<file path="src/logic/destacker_pkg.sv">
package destacker_pkg;
	localparam int DATA_WIDTH   = 8;
	localparam int NIBBLE_WIDTH = 4;
	localparam int FIFO_DEPTH   = 8;
	// external location of the codec byte port
	localparam logic [7:0] CODEC_PORT_ADDR = 8'h10;
	localparam logic [7:0] BYTE_RESET      = 8'h00;
	localparam logic [3:0] NIBBLE_RESET    = 4'h0;

	typedef enum logic [1:0] {
		PH_LOW  = 2'b00,
		PH_HIGH = 2'b01,
		PH_IDLE = 2'b11
	} phase_e;

	typedef struct packed {
		logic       valid;
		logic [7:0] data;
	} byte_s;

	typedef struct packed {
		logic       low_en_n;
		logic       high_en_n;
		logic [3:0] data;
	} nibble_bus_s;
endpackage : destacker_pkg

</file>
<file path="src/logic/codec_nibble_destacker.sv">
`timescale 1ns/1ps
// Summary of operation
// - processor write to location 10h queues the byte; a later codec slot pops it into low and high latches
// - in synthesis mode low output enable asserts while odd phase is low
// - low output enable drives the lower four bits onto codec data lines
// - upper nibble is held in its own latch, not driven during low nibble
// - low odd phase pulses set-interrupt, setting the active-low codec interrupt
// - codec interrupt means a byte was handed to the codec for decoding
// - codec clock edge after low odd phase asserts high enable, upper nibble out
// - in analysis mode both decode latches keep their outputs disabled
// - write to location 10h acknowledges and clears the interrupt flip-flop, unless a set pulse comes in the same cycle

module byte_fifo #(
	parameter int WIDTH = 8,
	parameter int DEPTH = 8
) (
	input  wire logic             i_clock,
	input  wire logic             i_rst_n,
	input  wire logic             i_in_valid,
	output logic                  o_in_ready,
	input  wire logic [WIDTH-1:0] i_in_data,
	output logic                  o_out_valid,
	input  wire logic             i_out_ready,
	output logic      [WIDTH-1:0] o_out_data
);
	localparam int AW = $clog2(DEPTH);
	typedef struct packed {
		logic [DEPTH-1:0][WIDTH-1:0] mem;
		logic [AW-1:0]               rd;
		logic [AW-1:0]               wr;
		logic [AW:0]                 count;
	} fifo_s;

	fifo_s state_reg;
	fifo_s state_next;
	logic  push;
	logic  pop;

	function automatic logic [AW-1:0] bump(input logic [AW-1:0] p);
		bump = (p == AW'(DEPTH - 1)) ? '0 : p + 1'b1;
	endfunction : bump

	assign o_in_ready  = (state_reg.count != (AW+1)'(DEPTH));
	assign o_out_valid = (state_reg.count != '0);
	assign o_out_data  = state_reg.mem[state_reg.rd];
	assign push        = i_in_valid && o_in_ready;
	assign pop         = o_out_valid && i_out_ready;

	always_comb begin
		state_next = state_reg;
		if (push) begin
			state_next.mem[state_reg.wr] = i_in_data;
			state_next.wr                = bump(state_reg.wr);
		end
		if (pop) begin
			state_next.rd = bump(state_reg.rd);
		end
		if (push && !pop) begin
			state_next.count = state_reg.count + 1'b1;
		end else if (pop && !push) begin
			state_next.count = state_reg.count - 1'b1;
		end
	end

	always_ff @(posedge i_clock or negedge i_rst_n) begin
		if (!i_rst_n) begin
			state_reg <= '0;
		end else begin
			state_reg <= state_next;
		end
	end

	property p_fifo_no_overfill;
		@(posedge i_clock) disable iff (!i_rst_n)
		state_reg.count <= (AW+1)'(DEPTH);
	endproperty
	a_fifo_no_overfill: assert property (p_fifo_no_overfill)
		else $error("fifo count above depth");
endmodule : byte_fifo

module codec_nibble_destacker #(
	parameter int DEPTH = destacker_pkg::FIFO_DEPTH
) (
	input  wire logic       i_clock,
	input  wire logic       i_rst_n,
	input  wire logic [7:0] i_cpu_addr,
	input  wire logic [7:0] i_cpu_data,
	input  wire logic       i_cpu_write,
	output logic            o_cpu_ready,
	input  wire logic       i_codec_clock_en,
	input  wire logic       i_analysis_mode_flag,
	output logic [3:0]      o_codec_nibble,
	output logic            o_codec_nibble_oe,
	output logic            o_low_nibble_out_en_n,
	output logic            o_high_nibble_out_en_n,
	output logic            o_irq_set_pulse_n,
	output logic            o_codec_irq_n
);
	typedef struct packed {
		destacker_pkg::phase_e phase;
		logic [3:0]            low_latch;
		logic [3:0]            high_latch;
		logic                  irq;
		logic                  set_pulse;
		destacker_pkg::nibble_bus_s bus;
	} dst_s;

	dst_s                 state_reg;
	dst_s                 state_next;
	logic                 codec_byte_write;
	logic                 codec_ack_strobe;
	logic                 fifo_valid;
	logic                 fifo_pop;
	logic [7:0]           fifo_data;

	assign codec_byte_write = i_cpu_write && (i_cpu_addr == destacker_pkg::CODEC_PORT_ADDR);
	// the same write both delivers the next byte and acknowledges the last one
	assign codec_ack_strobe = codec_byte_write;

	byte_fifo #(
		.WIDTH(destacker_pkg::DATA_WIDTH),
		.DEPTH(DEPTH)
	) u_fifo (
		.i_clock    (i_clock),
		.i_rst_n    (i_rst_n),
		.i_in_valid (codec_byte_write),
		.o_in_ready (o_cpu_ready),
		.i_in_data  (i_cpu_data),
		.o_out_valid(fifo_valid),
		.i_out_ready(fifo_pop),
		.o_out_data (fifo_data)
	);

	// a byte is taken only at a codec slot in synthesis mode while the phase is idle or high
	// never during the low slot: a pop there would overwrite the high nibble before it is shown
	assign fifo_pop = fifo_valid && i_codec_clock_en && !i_analysis_mode_flag
		&& (state_reg.phase != destacker_pkg::PH_LOW);

	always_comb begin
		state_next           = state_reg;
		state_next.set_pulse = 1'b0;
		if (i_codec_clock_en) begin
			case (state_reg.phase)
				destacker_pkg::PH_HIGH: begin
					state_next.phase = fifo_pop ? destacker_pkg::PH_LOW : destacker_pkg::PH_IDLE;
				end
				default: begin
					if (fifo_pop) begin
						state_next.phase = destacker_pkg::PH_LOW;
					end else if (state_reg.phase == destacker_pkg::PH_LOW) begin
						state_next.phase = destacker_pkg::PH_HIGH;
					end else begin
						state_next.phase = destacker_pkg::PH_IDLE;
					end
				end
			endcase
			if (fifo_pop) begin
				state_next.low_latch  = fifo_data[3:0];
				state_next.high_latch = fifo_data[7:4];
			end
			if (state_reg.phase == destacker_pkg::PH_LOW && !fifo_pop) begin
				state_next.phase = destacker_pkg::PH_HIGH;
			end
		end
		if (i_analysis_mode_flag) begin
			state_next.phase = destacker_pkg::PH_IDLE;
		end
		if (state_next.phase == destacker_pkg::PH_LOW && state_reg.phase != destacker_pkg::PH_LOW) begin
			state_next.set_pulse = 1'b1;
		end
		// ack clears; set wins over clear
		if (codec_ack_strobe) begin
			state_next.irq = 1'b0;
		end
		if (state_next.set_pulse) begin
			state_next.irq = 1'b1;
		end
		state_next.bus.low_en_n  = !(state_next.phase == destacker_pkg::PH_LOW) || i_analysis_mode_flag;
		state_next.bus.high_en_n = !(state_next.phase == destacker_pkg::PH_HIGH) || i_analysis_mode_flag;
		if (!state_next.bus.high_en_n) begin
			state_next.bus.data = state_next.high_latch;
		end else if (!state_next.bus.low_en_n) begin
			state_next.bus.data = state_next.low_latch;
		end else begin
			state_next.bus.data = destacker_pkg::NIBBLE_RESET;
		end
	end

	always_ff @(posedge i_clock or negedge i_rst_n) begin
		if (!i_rst_n) begin
			state_reg               <= '0;
			state_reg.phase         <= destacker_pkg::PH_IDLE;
			state_reg.bus.low_en_n  <= 1'b1;
			state_reg.bus.high_en_n <= 1'b1;
		end else begin
			state_reg <= state_next;
		end
	end

	assign o_codec_nibble         = state_reg.bus.data;
	assign o_low_nibble_out_en_n  = state_reg.bus.low_en_n;
	assign o_high_nibble_out_en_n = state_reg.bus.high_en_n;
	assign o_codec_nibble_oe      = !(state_reg.bus.low_en_n && state_reg.bus.high_en_n);
	assign o_irq_set_pulse_n      = !state_reg.set_pulse;
	assign o_codec_irq_n          = !state_reg.irq;

	property p_analysis_quiet;
		@(posedge i_clock) disable iff (!i_rst_n)
		$past(i_analysis_mode_flag) |-> (o_low_nibble_out_en_n && o_high_nibble_out_en_n);
	endproperty
	a_analysis_quiet: assert property (p_analysis_quiet)
		else $error("decode latch enabled in analysis mode");

	property p_enables_exclusive;
		@(posedge i_clock) disable iff (!i_rst_n)
		!(!o_low_nibble_out_en_n && !o_high_nibble_out_en_n);
	endproperty
	a_enables_exclusive: assert property (p_enables_exclusive)
		else $error("both nibble enables active");

	property p_low_data;
		@(posedge i_clock) disable iff (!i_rst_n)
		!o_low_nibble_out_en_n |-> (o_codec_nibble == state_reg.low_latch);
	endproperty
	a_low_data: assert property (p_low_data)
		else $error("low nibble not driven");

	property p_high_follows;
		@(posedge i_clock) disable iff (!i_rst_n)
		(!o_low_nibble_out_en_n && i_codec_clock_en && !i_analysis_mode_flag && !fifo_pop)
			|=> (!o_high_nibble_out_en_n && o_codec_nibble == state_reg.high_latch);
	endproperty
	a_high_follows: assert property (p_high_follows)
		else $error("high nibble did not follow low");

	property p_high_one_slot;
		@(posedge i_clock) disable iff (!i_rst_n)
		(!o_high_nibble_out_en_n && i_codec_clock_en) |=> o_high_nibble_out_en_n;
	endproperty
	a_high_one_slot: assert property (p_high_one_slot)
		else $error("high nibble held past its slot");

	property p_irq_set;
		@(posedge i_clock) disable iff (!i_rst_n)
		!o_irq_set_pulse_n |-> !o_codec_irq_n;
	endproperty
	a_irq_set: assert property (p_irq_set)
		else $error("set pulse without interrupt");

	property p_irq_clear;
		@(posedge i_clock) disable iff (!i_rst_n)
		(codec_ack_strobe && !state_next.set_pulse) |=> o_codec_irq_n;
	endproperty
	a_irq_clear: assert property (p_irq_clear)
		else $error("ack did not clear interrupt");

	property p_irq_cause;
		@(posedge i_clock) disable iff (!i_rst_n)
		$fell(o_codec_irq_n) |-> !o_irq_set_pulse_n;
	endproperty
	a_irq_cause: assert property (p_irq_cause)
		else $error("interrupt without handed byte");

	property p_write_lands;
		@(posedge i_clock) disable iff (!i_rst_n)
		(codec_byte_write && o_cpu_ready) |=> fifo_valid;
	endproperty
	a_write_lands: assert property (p_write_lands)
		else $error("accepted byte not stored");

	property p_low_entry_sets;
		@(posedge i_clock) disable iff (!i_rst_n)
		$fell(o_low_nibble_out_en_n) |-> !o_irq_set_pulse_n;
	endproperty
	a_low_entry_sets: assert property (p_low_entry_sets)
		else $error("low slot opened without set pulse");

	property p_set_wins;
		@(posedge i_clock) disable iff (!i_rst_n)
		(codec_ack_strobe && state_next.set_pulse) |=> !o_codec_irq_n;
	endproperty
	a_set_wins: assert property (p_set_wins)
		else $error("ack beat a new interrupt");

	property p_high_from_low;
		@(posedge i_clock) disable iff (!i_rst_n)
		$fell(o_high_nibble_out_en_n) |-> !$past(o_low_nibble_out_en_n);
	endproperty
	a_high_from_low: assert property (p_high_from_low)
		else $error("high slot without preceding low slot");

	property p_no_pop_in_low;
		@(posedge i_clock) disable iff (!i_rst_n)
		(state_reg.phase == destacker_pkg::PH_LOW) |-> !fifo_pop;
	endproperty
	a_no_pop_in_low: assert property (p_no_pop_in_low)
		else $error("byte taken during low slot");
endmodule : codec_nibble_destacker

</file>
<file path="config.mk">
export PLATFORM = sky130hd
export DESIGN_NAME = codec_nibble_destacker
export DESIGN_NICKNAME = d
export VERILOG_FILES = /design/src/logic/destacker_pkg.sv /design/src/logic/codec_nibble_destacker.sv
export SDC_FILE = /design/constraint.sdc
export NUM_CORES = 1
export LEC_CHECK = 0
export ABC_AREA = 1
export BUFFER_PORTS_ARGS = -buffer_cell sky130_fd_sc_hd__buf_2
export CAP_MARGIN = 20
export CORE_MARGIN = 5
export CORE_UTILIZATION = 54
export DETAILED_ROUTE_END_ITERATION = 10
export GPL_ROUTABILITY_DRIVEN = 0
export PLACE_DENSITY = 0.75
export SLEW_MARGIN = 20
export SYNTH_ARGS = -nofsm -noshare
export SYNTH_HDL_FRONTEND = slang
export SYNTH_HIERARCHICAL = 1
export SYNTH_SLANG_ARGS = --single-unit
</file>
<file path="constraint.sdc">
create_clock -name i_clock -period 2.2 [get_ports i_clock]
set_clock_uncertainty 0.05 [all_clocks]
set_input_delay 0.44 -clock i_clock [delete_from_list [all_inputs] [get_ports i_clock]]
set_output_delay 0.44 -clock i_clock [all_outputs]
set_load 0.01 [all_outputs]
</file>
* Yosys cells after proc, flatten, opt, wreduce, memory -nomap -nowiden
Cells that the tools add are included.
** Word-level totals
- Bits in registers :: 92
- Latch bits :: 0
- Bits in writable memories :: 0
- Bits in read-only memories :: 0
- Bits of input ports :: 21
- Output and inout port bits :: 10
- Word-level logic and storage cells :: 83
- Memories :: 0
** Operators by class
- Add/sub/neg operators :: 4
- Multipliers :: 0
- Div/mod/pow operators :: 0
- $lt $le $gt $ge :: 3
- Equality and inequality tests :: 6
- Shift operators :: 0
- Multiplexer cells :: 22
- Bitwise gates (word level) :: 0
- Reduce and logical (&&, ||, !) cells :: 29
** Operators with widths (count)
- $bwmux W64 :: 1
- $bmux W8 S3 :: 1
- $demux W8 S3 :: 1
- $mux W8 :: 3
- $mux W4 :: 4
- $logic_and A1 B1 Y1 :: 12
- $mux W2 :: 6
- $mux W10 :: 1
- $logic_not A1 Y1 :: 9
- $eq A8 B5 Y1 const B :: 1
- $lt A3 B4 Y1 const B :: 2
- $add A3 B1 Y3 const B :: 2
- $eq A3 B3 Y1 const B :: 2
- $mux W3 :: 2
- $reduce_bool A2 Y1 :: 3
- $add A4 B1 Y4 const B :: 1
- $eq A2 B1 Y1 const B :: 2
- $logic_not A2 Y1 :: 2
- $ne A4 B4 Y1 const B :: 1
- $reduce_bool A4 Y1 :: 1
- $sub A4 B1 Y4 const B :: 1
- $ge A3 B1 Y1 const B :: 1
- $mux W1 :: 3
- $logic_or A1 B1 Y1 :: 2

* Longest topological paths before layout
Gate-level depths: netlist (run 1).
- Depth after elaboration :: 14
- Gate-level depth with buffers :: 16
- Gate-level depth less buffers :: 14

* Cells and area by module
Netlist (run 1), hierarchy kept.
** Modules (own cells, without submodules)
- byte_fifo :: instances 1, cells each 460, area an instance 3744.8 sq um, seq. area each 1851.8 sq um
- codec_nibble_destacker :: instances 1, cells each 92, area an instance 802.0 sq um, seq. area each 455.4 sq um

* Worst setup path before layout (run 1)
OpenSTA, ideal clock, no wires.
- Path type :: input to register
- From :: input i_cpu_addr[3]
- To :: register u_fifo/state_reg[3] (netlist name)
- Setup time :: 0.117 ns
- Data arrival time :: 2.189 ns
- Required time :: 2.033 ns
- Slack :: -0.156 ns
- Stages on the path :: 14
- Buffers on the path :: 2
- Cell sequence :: nor2_1 -> nand3_1 -> nor2_1 -> buf_2 -> nand2_1 -> inv_2 -> buf_2 -> ha_1 -> inv_1 -> ha_1 -> a21oi_1 -> nand3_1 -> nand3_1 -> nand2_1
** Between the ends
- Cells in the longest elaborated chain, start to end :: 6
- Elaborated cells between the ends (all ways) :: 8
- Classes of those cells :: eq/ne: 1; mux: 1; reduce/logical: 6
** Ends and longest elaborated chain
- from (decl) :: RTL line codec_nibble_destacker.sv:86 : input wire logic [7:0] i_cpu_addr,
- $eq A8 B5 Y1 * :: RTL line codec_nibble_destacker.sv:116 : assign codec_byte_write = i_cpu_write && (i_cpu_addr == destacker_pkg::CODEC_PORT_ADDR);
- $logic_and A1 B1 Y1 * :: RTL line codec_nibble_destacker.sv:116
- net codec_ack_strobe :: RTL line codec_nibble_destacker.sv:111 : logic codec_ack_strobe;
- $logic_and A1 B1 Y1 * :: RTL line codec_nibble_destacker.sv:46 : assign push = i_in_valid && o_in_ready;
- net u_fifo.push :: RTL line codec_nibble_destacker.sv:36 : logic push;
- $logic_not A1 Y1 :: RTL line codec_nibble_destacker.sv:60 : end else if (pop && !push) begin
- $logic_and A1 B1 Y1 :: RTL line codec_nibble_destacker.sv:60
- $reduce_bool A2 Y1 (no source line)
- to (signal assigned) :: RTL line codec_nibble_destacker.sv:69 : state_reg <= state_next;
- to (decl) :: RTL line codec_nibble_destacker.sv:34 : fifo_s state_reg;
Mark *: on every way through the listed nets, which the timed path passes. The rest lies on a longest branch.
A chain may end at the register's enable or synchronous reset.

* Final worst setup path (run 1)
- From :: register u_fifo/state_reg[1] (netlist name)
- To :: register u_fifo/state_reg[2] (netlist name)
** Between the ends
- Cells in the longest elaborated chain, start to end :: 8
- Elaborated cells between the ends (all ways) :: 16
- Classes of those cells :: add/sub: 2; eq/ne: 1; mux: 2; reduce/logical: 11
** Ends and longest elaborated chain
- $reduce_bool A4 Y1 * :: RTL line codec_nibble_destacker.sv:44 : assign o_out_valid = (state_reg.count != '0);
- net fifo_valid :: RTL line codec_nibble_destacker.sv:112 : logic fifo_valid;
- $logic_and A1 B1 Y1 * (2 in series) :: RTL line codec_nibble_destacker.sv:136 : assign fifo_pop = fifo_valid && i_codec_clock_en && !i_analysis_mode_flag
- $logic_and A1 B1 Y1 * :: RTL line codec_nibble_destacker.sv:137 : && (state_reg.phase != destacker_pkg::PH_LOW);
- net fifo_pop :: RTL line codec_nibble_destacker.sv:113 : logic fifo_pop;
- $logic_and A1 B1 Y1 * :: RTL line codec_nibble_destacker.sv:47 : assign pop = o_out_valid && i_out_ready;
- $logic_not A1 Y1 :: RTL line codec_nibble_destacker.sv:58 : if (push && !pop) begin
- $logic_and A1 B1 Y1 :: RTL line codec_nibble_destacker.sv:58
- $mux W4 or $reduce_bool A2 Y1 (tied branches)
Mark *: on every way through the listed nets, which the timed path passes. The rest lies on a longest branch. The select of a mux whose other input is x is not followed.

==> results.sh, run 1 <==
export IMPL_status="finished clean"
export IMPL_ys_ff_latch=92
export IMPL_drv_cap=0
export IMPL_num_rows=33
export IMPL_antenna_left=0
export IMPL_yosys_most_used_dff="dfrtp_1"
export IMPL_first_global_vias=3597
export IMPL_synth_top_area_share_pct=48.4
export IMPL_yosysWarnings=6
export IMPL_ioPinCount=31
export IMPL_cts_sinks=92
export IMPL_die_area_mm2=0.0104
export IMPL_min_period_ps=2080
export IMPL_max_stage_delay_ps=450
export IMPL_drive_gt1_share_pct=19.2
export IMPL_fmax_ghz=0.481
export IMPL_die_h_um=102
export IMPL_wl_per_cell_um=14.9
export IMPL_portBuffers=30
export IMPL_worstPathArrival_ps=2300
export IMPL_syn_cell_area_mm2=0.00455
export IMPL_placed_area_mm2=0.00483
export IMPL_root_buffer="clkbuf_8"
export IMPL_crit_path_end_kind="register"
export IMPL_drt_pass1_iter_count=5
export IMPL_clkSlewWorstSetupHoldPaths_ps=80
export IMPL_nFillCells=721
export IMPL_slew_headroom_pct=68.8
export IMPL_synth_nets=581
export IMPL_path_class="reg2reg"
export IMPL_num_vias=3754
export IMPL_drc=0
export IMPL_startpoint_type="register"
export IMPL_worstMarginPinSlew_ps=466
export IMPL_synth_edf_count=0
export IMPL_crit_top_cell="nand3_2"
export IMPL_netlist_instances=552
export IMPL_fin_nets=618
export IMPL_cp_slowest_cell="dfrtp_2"
export IMPL_grtUsageTotal_pct=21.9
export IMPL_antenna_found_initial=0
export IMPL_ys_top_cells_by_area="dfrtp_1 (48%), nand2_1 (17%), nor2_1 (4.5%), o21ai_0 (4.0%), o21ai_2 (3.7%)"
export IMPL_worst_slack_ps=121
export IMPL_path_cells="nor2_4 -> nand3_2 -> nand3_2 -> nor2_2 -> nand2_1 -> ha_1 -> inv_2 -> fa_1 -> xnor2_1 -> o21ai_0"
export IMPL_hold_viol=0
export IMPL_fin_crit_sh_pct=94.5
export IMPL_hold_path_class="in2reg"
export IMPL_antenna_cells=0
export IMPL_multi_input_area_mm2=0.00200
export IMPL_crit_required_ps=2430
export IMPL_critical_path_max_fanout=4
export IMPL_vias_per_cell=5.37
export IMPL_avgSynthCellArea_um2=8.24
export IMPL_synth_largest_area_cell="dfrtp_1"
export IMPL_start_util_pct=55.3
export IMPL_dp_hpwl_um=7310
export IMPL_drtIter0Drc=243
export IMPL_grt_pass1_wl_um=17700
export IMPL_fin_hold_ws_ps=281
export IMPL_dp_slack_ps=-32.4
export IMPL_core_area_mm2=0.00822
export IMPL_p_leak_nw=2.63
export IMPL_yosysSeqAreaShare_pct=50.7
export IMPL_finalSetupViolations=0
export IMPL_ys_async_sr_fraction_pct=100
export IMPL_grt_overflow=0
export IMPL_grt_max_degree=36
export IMPL_die_w_um=102
export IMPL_insertion_delay_ps=360
export IMPL_fin_area_mm2=0.00511
export IMPL_report_final_slew_viol_count=0
export IMPL_pwr_density_cell_mw_per_mm2=965
export IMPL_cts_buffer_depth=2
export IMPL_largest_reg_flops=74
export IMPL_vdd_drop_max_uv=448
export IMPL_netlist_cell_type_count=27
export IMPL_cts_buffers=9
export IMPL_wl_um=10400
export IMPL_syn_to_final_growth_pct=12.3
export IMPL_h_tree_depth=3
export IMPL_utilization_pct=62.1
export IMPL_cts_tree="yes"
export IMPL_seqCellArea_mm2=0.00231
==> synth_stat cells, drive strengths merged, types with 2 or more instances <==
cell type  count
nand2        205
dfrtp         88
o21ai         87
nor2          59
nand3         40
inv           29
buf           20
ha             7
clkbuf         4
dfstp          4
a21oi          3
nor3           2
xnor2          2
==> cell type report <==
type	instances	area share [%]
clock buffers	9	2.43
clock inverters	7	2.25
inverters	30	2.21
multi-input cells	406	39.1
flip-flops and latches	92	45.2
well taps	105	2.57
repair buffers	50	6.22
==> power breakdown <==
part / internal, mW / switching, mW
Clock: 0.750 / 0.591
Combinational: 0.564 / 1.05
Sequential: 1.86 / 0.105
Total: 3.18 / 1.75
==> final timing paths <==
kind	from	end	slack, ps	cells past startpoint
worst max-delay path	u_fifo/state_reg[1]	u_fifo/state_reg[2]	120	10
worst min-delay path	i_cpu_data[1]	u_fifo/state_reg[19]	280	3
worst max register to register	u_fifo/state_reg[1]	u_fifo/state_reg[2]	120	10
worst min register to register	u_fifo/state_reg[43]	u_fifo/state_reg[43]	440	2
max in group asynchronous	i_rst_n	u_fifo/state_reg[56]	990	3
min in group asynchronous	i_rst_n	o_codec_nibble[3]	520	2
==> worst max-delay path, delay by kind of cell (launching register included) <==
kind / cells / cell delay (ps)
adders and majority gates: 2 / 600
and+or+nand+nor: 5 / 530
DFF: 1 / 450
AOI/OAI and AO/OA: 1 / 150
xor gates and xnor gates: 1 / 140
buffers and inverters: 1 / 90
==> metal layers <==
metal  global-route usage, %  up-vias  routed length [um]
met1                    29.5     1801                4640
met4                    7.06        0                 170
met3                    4.34       13                 559
li1                        -     1835                   -
met2                    35.7      105                5050
met5                       0        -                   0
==> layout by cell type, fill, tap and decap left out, types with 4 or more instances in the layout <==
cell type,n
buf_2,29
buf_4,19
clkbuf_8,9
dfrtp_1,87
dfstp_2,4
ha_1,6
inv_1,26
nand2_1,201
nand3_1,30
nand3_2,8
nor2_1,55
o21ai_0,36
o21ai_1,32
o21ai_2,19
==> per-stage QoR <==
step | setup TNS, ps | total power, mW | std cells
floorplan | 0 | 3.04 | 552
global placement | 0 | 3.49 | 680
detailed placement | -46.9 | 3.55 | 680
CTS | 0 | 4.91 | 697
global route | -1.10 | 5.28 | 699
finish | 0 | 4.92 | 699
==> repair_timing <==
action	in CTS	in global routing
endpoints found under the hold margin	28	0
setup endpoints to repair	2	3
buffers inserted	0	2
hold buffers	1	0
gates resized for setup	3	2
==> cells by family after synthesis <==
family / synth area share [%]
AND/OR/NAND/NOR: 29.0
XOR/XNOR: 0.385
buffers and inverters: 6.03
flip-flops: 50.7
adder cells (fa/ha/maj): 2.37
AO/OA/AOI/OAI: 11.5
No activity file was read; power rests on OpenSTA's default activity.
==> inputs of run 2 (changes only) <==
- BUFFER_PORTS_ARGS: -buffer_cell sky130_fd_sc_hd__buf_2 -> not set
- CORE_UTILIZATION: 54 -> 55
- DONT_BUFFER_PORTS: not set -> 1
- PLACE_DENSITY: 0.75 -> 0.73
==> results.sh, run 2 (same netlist as run 1, synthesis figures left out) <==
export IMPL_status="finished with violations"
export IMPL_violations="hold timing"
export IMPL_wl_per_cell_um=14.9
export IMPL_grt_overflow=0
export IMPL_insertion_delay_ps=360
export IMPL_comb_power_share_pct=31.7
export IMPL_report_final_slew_viol_count=0
export IMPL_wl_um=9880
export IMPL_cts_buffers=9
export IMPL_vdd_drop_max_uv=359
export IMPL_clock_power_share_pct=25.4
export IMPL_worst_slack_ps=179
export IMPL_drtIter0Drc=190
export IMPL_crit_required_ps=2430
export IMPL_drive_gt1_share_pct=14.0
export IMPL_crit_path_end_kind="register"
export IMPL_min_period_ps=2020
export IMPL_reg2reg_depth=10
export IMPL_start_util_pct=55.9
export IMPL_num_rows=33
export IMPL_antenna_cells=0
export IMPL_drv_cap=0
export IMPL_die_h_um=101
export IMPL_startpoint_type="register"
export IMPL_r2r_end="u_fifo/state_reg[2]"
export IMPL_dp_hpwl_um=6800
export IMPL_slew_headroom_pct=66.3
export IMPL_p_leak_nw=2.47
export IMPL_rrSetupSlack_ps=180
export IMPL_grt_max_degree=93
export IMPL_fin_nets=582
export IMPL_fin_hold_ws_ps=-286
export IMPL_pwr_density_cell_mw_per_mm2=951
export IMPL_final_common_cell="nand2_1"
export IMPL_hold_viol=92
export IMPL_grtUsageTotal_pct=21.0
export IMPL_die_area_mm2=0.0102
export IMPL_num_vias=3569
export IMPL_antenna_left=0
export IMPL_seqPwrFrac_pct=42.9
export IMPL_path_class="reg2reg"
export IMPL_h_tree_depth=3
export IMPL_drt_pass1_iter_count=5
export IMPL_tns_ps=0
export IMPL_hold_path_class="in2async"
export IMPL_finalNonFillerCells=663
export IMPL_fmax_ghz=0.495
export IMPL_root_buffer="clkbuf_8"
export IMPL_fin_crit_sh_pct=91.9
export IMPL_cts_tree="yes"
export IMPL_syn_to_final_growth_pct=7.13
export IMPL_critical_path_max_fanout=5
export IMPL_power_switching_share_pct=35.9
export IMPL_first_global_vias=3436
export IMPL_final_cell_mix="nand2_1 (201), dfrtp_1 (87), nor2_1 (55), o21ai_0 (36), o21ai_1 (32)"
export IMPL_ioPinCount=31
export IMPL_placedCellCount=646
export IMPL_die_w_um=101
export IMPL_antenna_found_initial=0
export IMPL_clkSlewWorstSetupHoldPaths_ps=90
export IMPL_worstPathArrival_ps=2250
export IMPL_worstMarginPinSlew_ps=505
export IMPL_dp_slack_ps=50.3
export IMPL_core_area_mm2=0.00813
export IMPL_drc=0
export IMPL_cts_buffer_depth=2
export IMPL_timing_rr_start="u_fifo/state_reg[1]"
export IMPL_p_switching_mw=1.66
export IMPL_finalSetupViolations=0
export IMPL_vias_per_cell=5.38
export IMPL_portBuffers=0
export IMPL_cts_sinks=92
export IMPL_grt_pass1_wl_um=16800
export IMPL_largest_reg_flops=74
export IMPL_internal_power_mw=2.97
run 2: cell count changes in the layout (fill, tap and decap cells not counted), sizes merged:
cell | previous run | this run
buf | 49 | 14
bufinv | 3 | 1
clkbuf | 9 | 11
clkinv | 3 | 4
clkinvlp | 2 | 1
dlygate4sd3 | 1 | 0
run 2: layout make-up:
cell class,count,area (um2)
Clock buffer,11,151
Sequential cell,92,2310
Clock inverter,5,60.1
Timing Repair Buffer,14,105
Tap cell,105,131
Multi-Input combinational cell,406,2000
Fill cell,728,3260
Inverter,30,113
run 2: worst max path at each step:
stage	from	endpoint	slack [ps]
after detailed placement	u_fifo/state_reg[2]	u_fifo/state_reg[3]	50
final	u_fifo/state_reg[1]	u_fifo/state_reg[2]	180
after global routing	u_fifo/state_reg[1]	u_fifo/state_reg[3]	-20
after global placement	u_fifo/state_reg[2]	u_fifo/state_reg[3]	100
after CTS	u_fifo/state_reg[2]	u_fifo/state_reg[3]	30
after floorplan	i_cpu_addr[3]	u_fifo/state_reg[2]	8
run 2: critical path, stage by stage, from the launching register on:
cell and delay (ps):
dfrtp_2 470, nor2_4 130, nand3_2 100, nand3_2 120, nor2_4 50, nand2_1 90, ha_1 160, inv_1 110
fa_1 390, xnor2_1 130, o21ai_0 140
run 2: power by group through the flow:
stage	Clock [mW]	Combinational, mW	Sequential (mW)
final	1.18	1.47	1.99
after global routing	1.28	1.66	2.01
after CTS	1.21	1.43	1.99
after detailed placement	0	1.42	2.02
after global placement	0	1.39	2.01
after floorplan	0	1.05	1.99
run 2: repair_timing:
action	CTS	global route
setup endpoints to repair	0	3
endpoints found under the hold margin	92	92
resized for setup	0	5
buffers inserted	0	1
run 2: per-stage QoR:
| stage | power (mW) | util [%] | area, um2 |
|---|---|---|---|
| after floorplan | 3.04 | - | 4570 |
| after global placement | 3.40 | 56.9 | 4630 |
| after detailed placement | 3.43 | 56.9 | 4630 |
| after CTS | 4.62 | 59.5 | 4840 |
| after global routing | 4.95 | 59.9 | 4870 |
| final | 4.63 | 59.9 | 4870 |
run 2: metal layers:
metal | vias to the layer above | track usage [%] | part of all wire (%)
met5 | - | 0 | 0
met4 | 0 | 6.75 | 1.3
met3 | 13 | 4.91 | 4.6
met2 | 79 | 33.9 | 49
met1 | 1714 | 28.0 | 45
li1 | 1763 | - | -
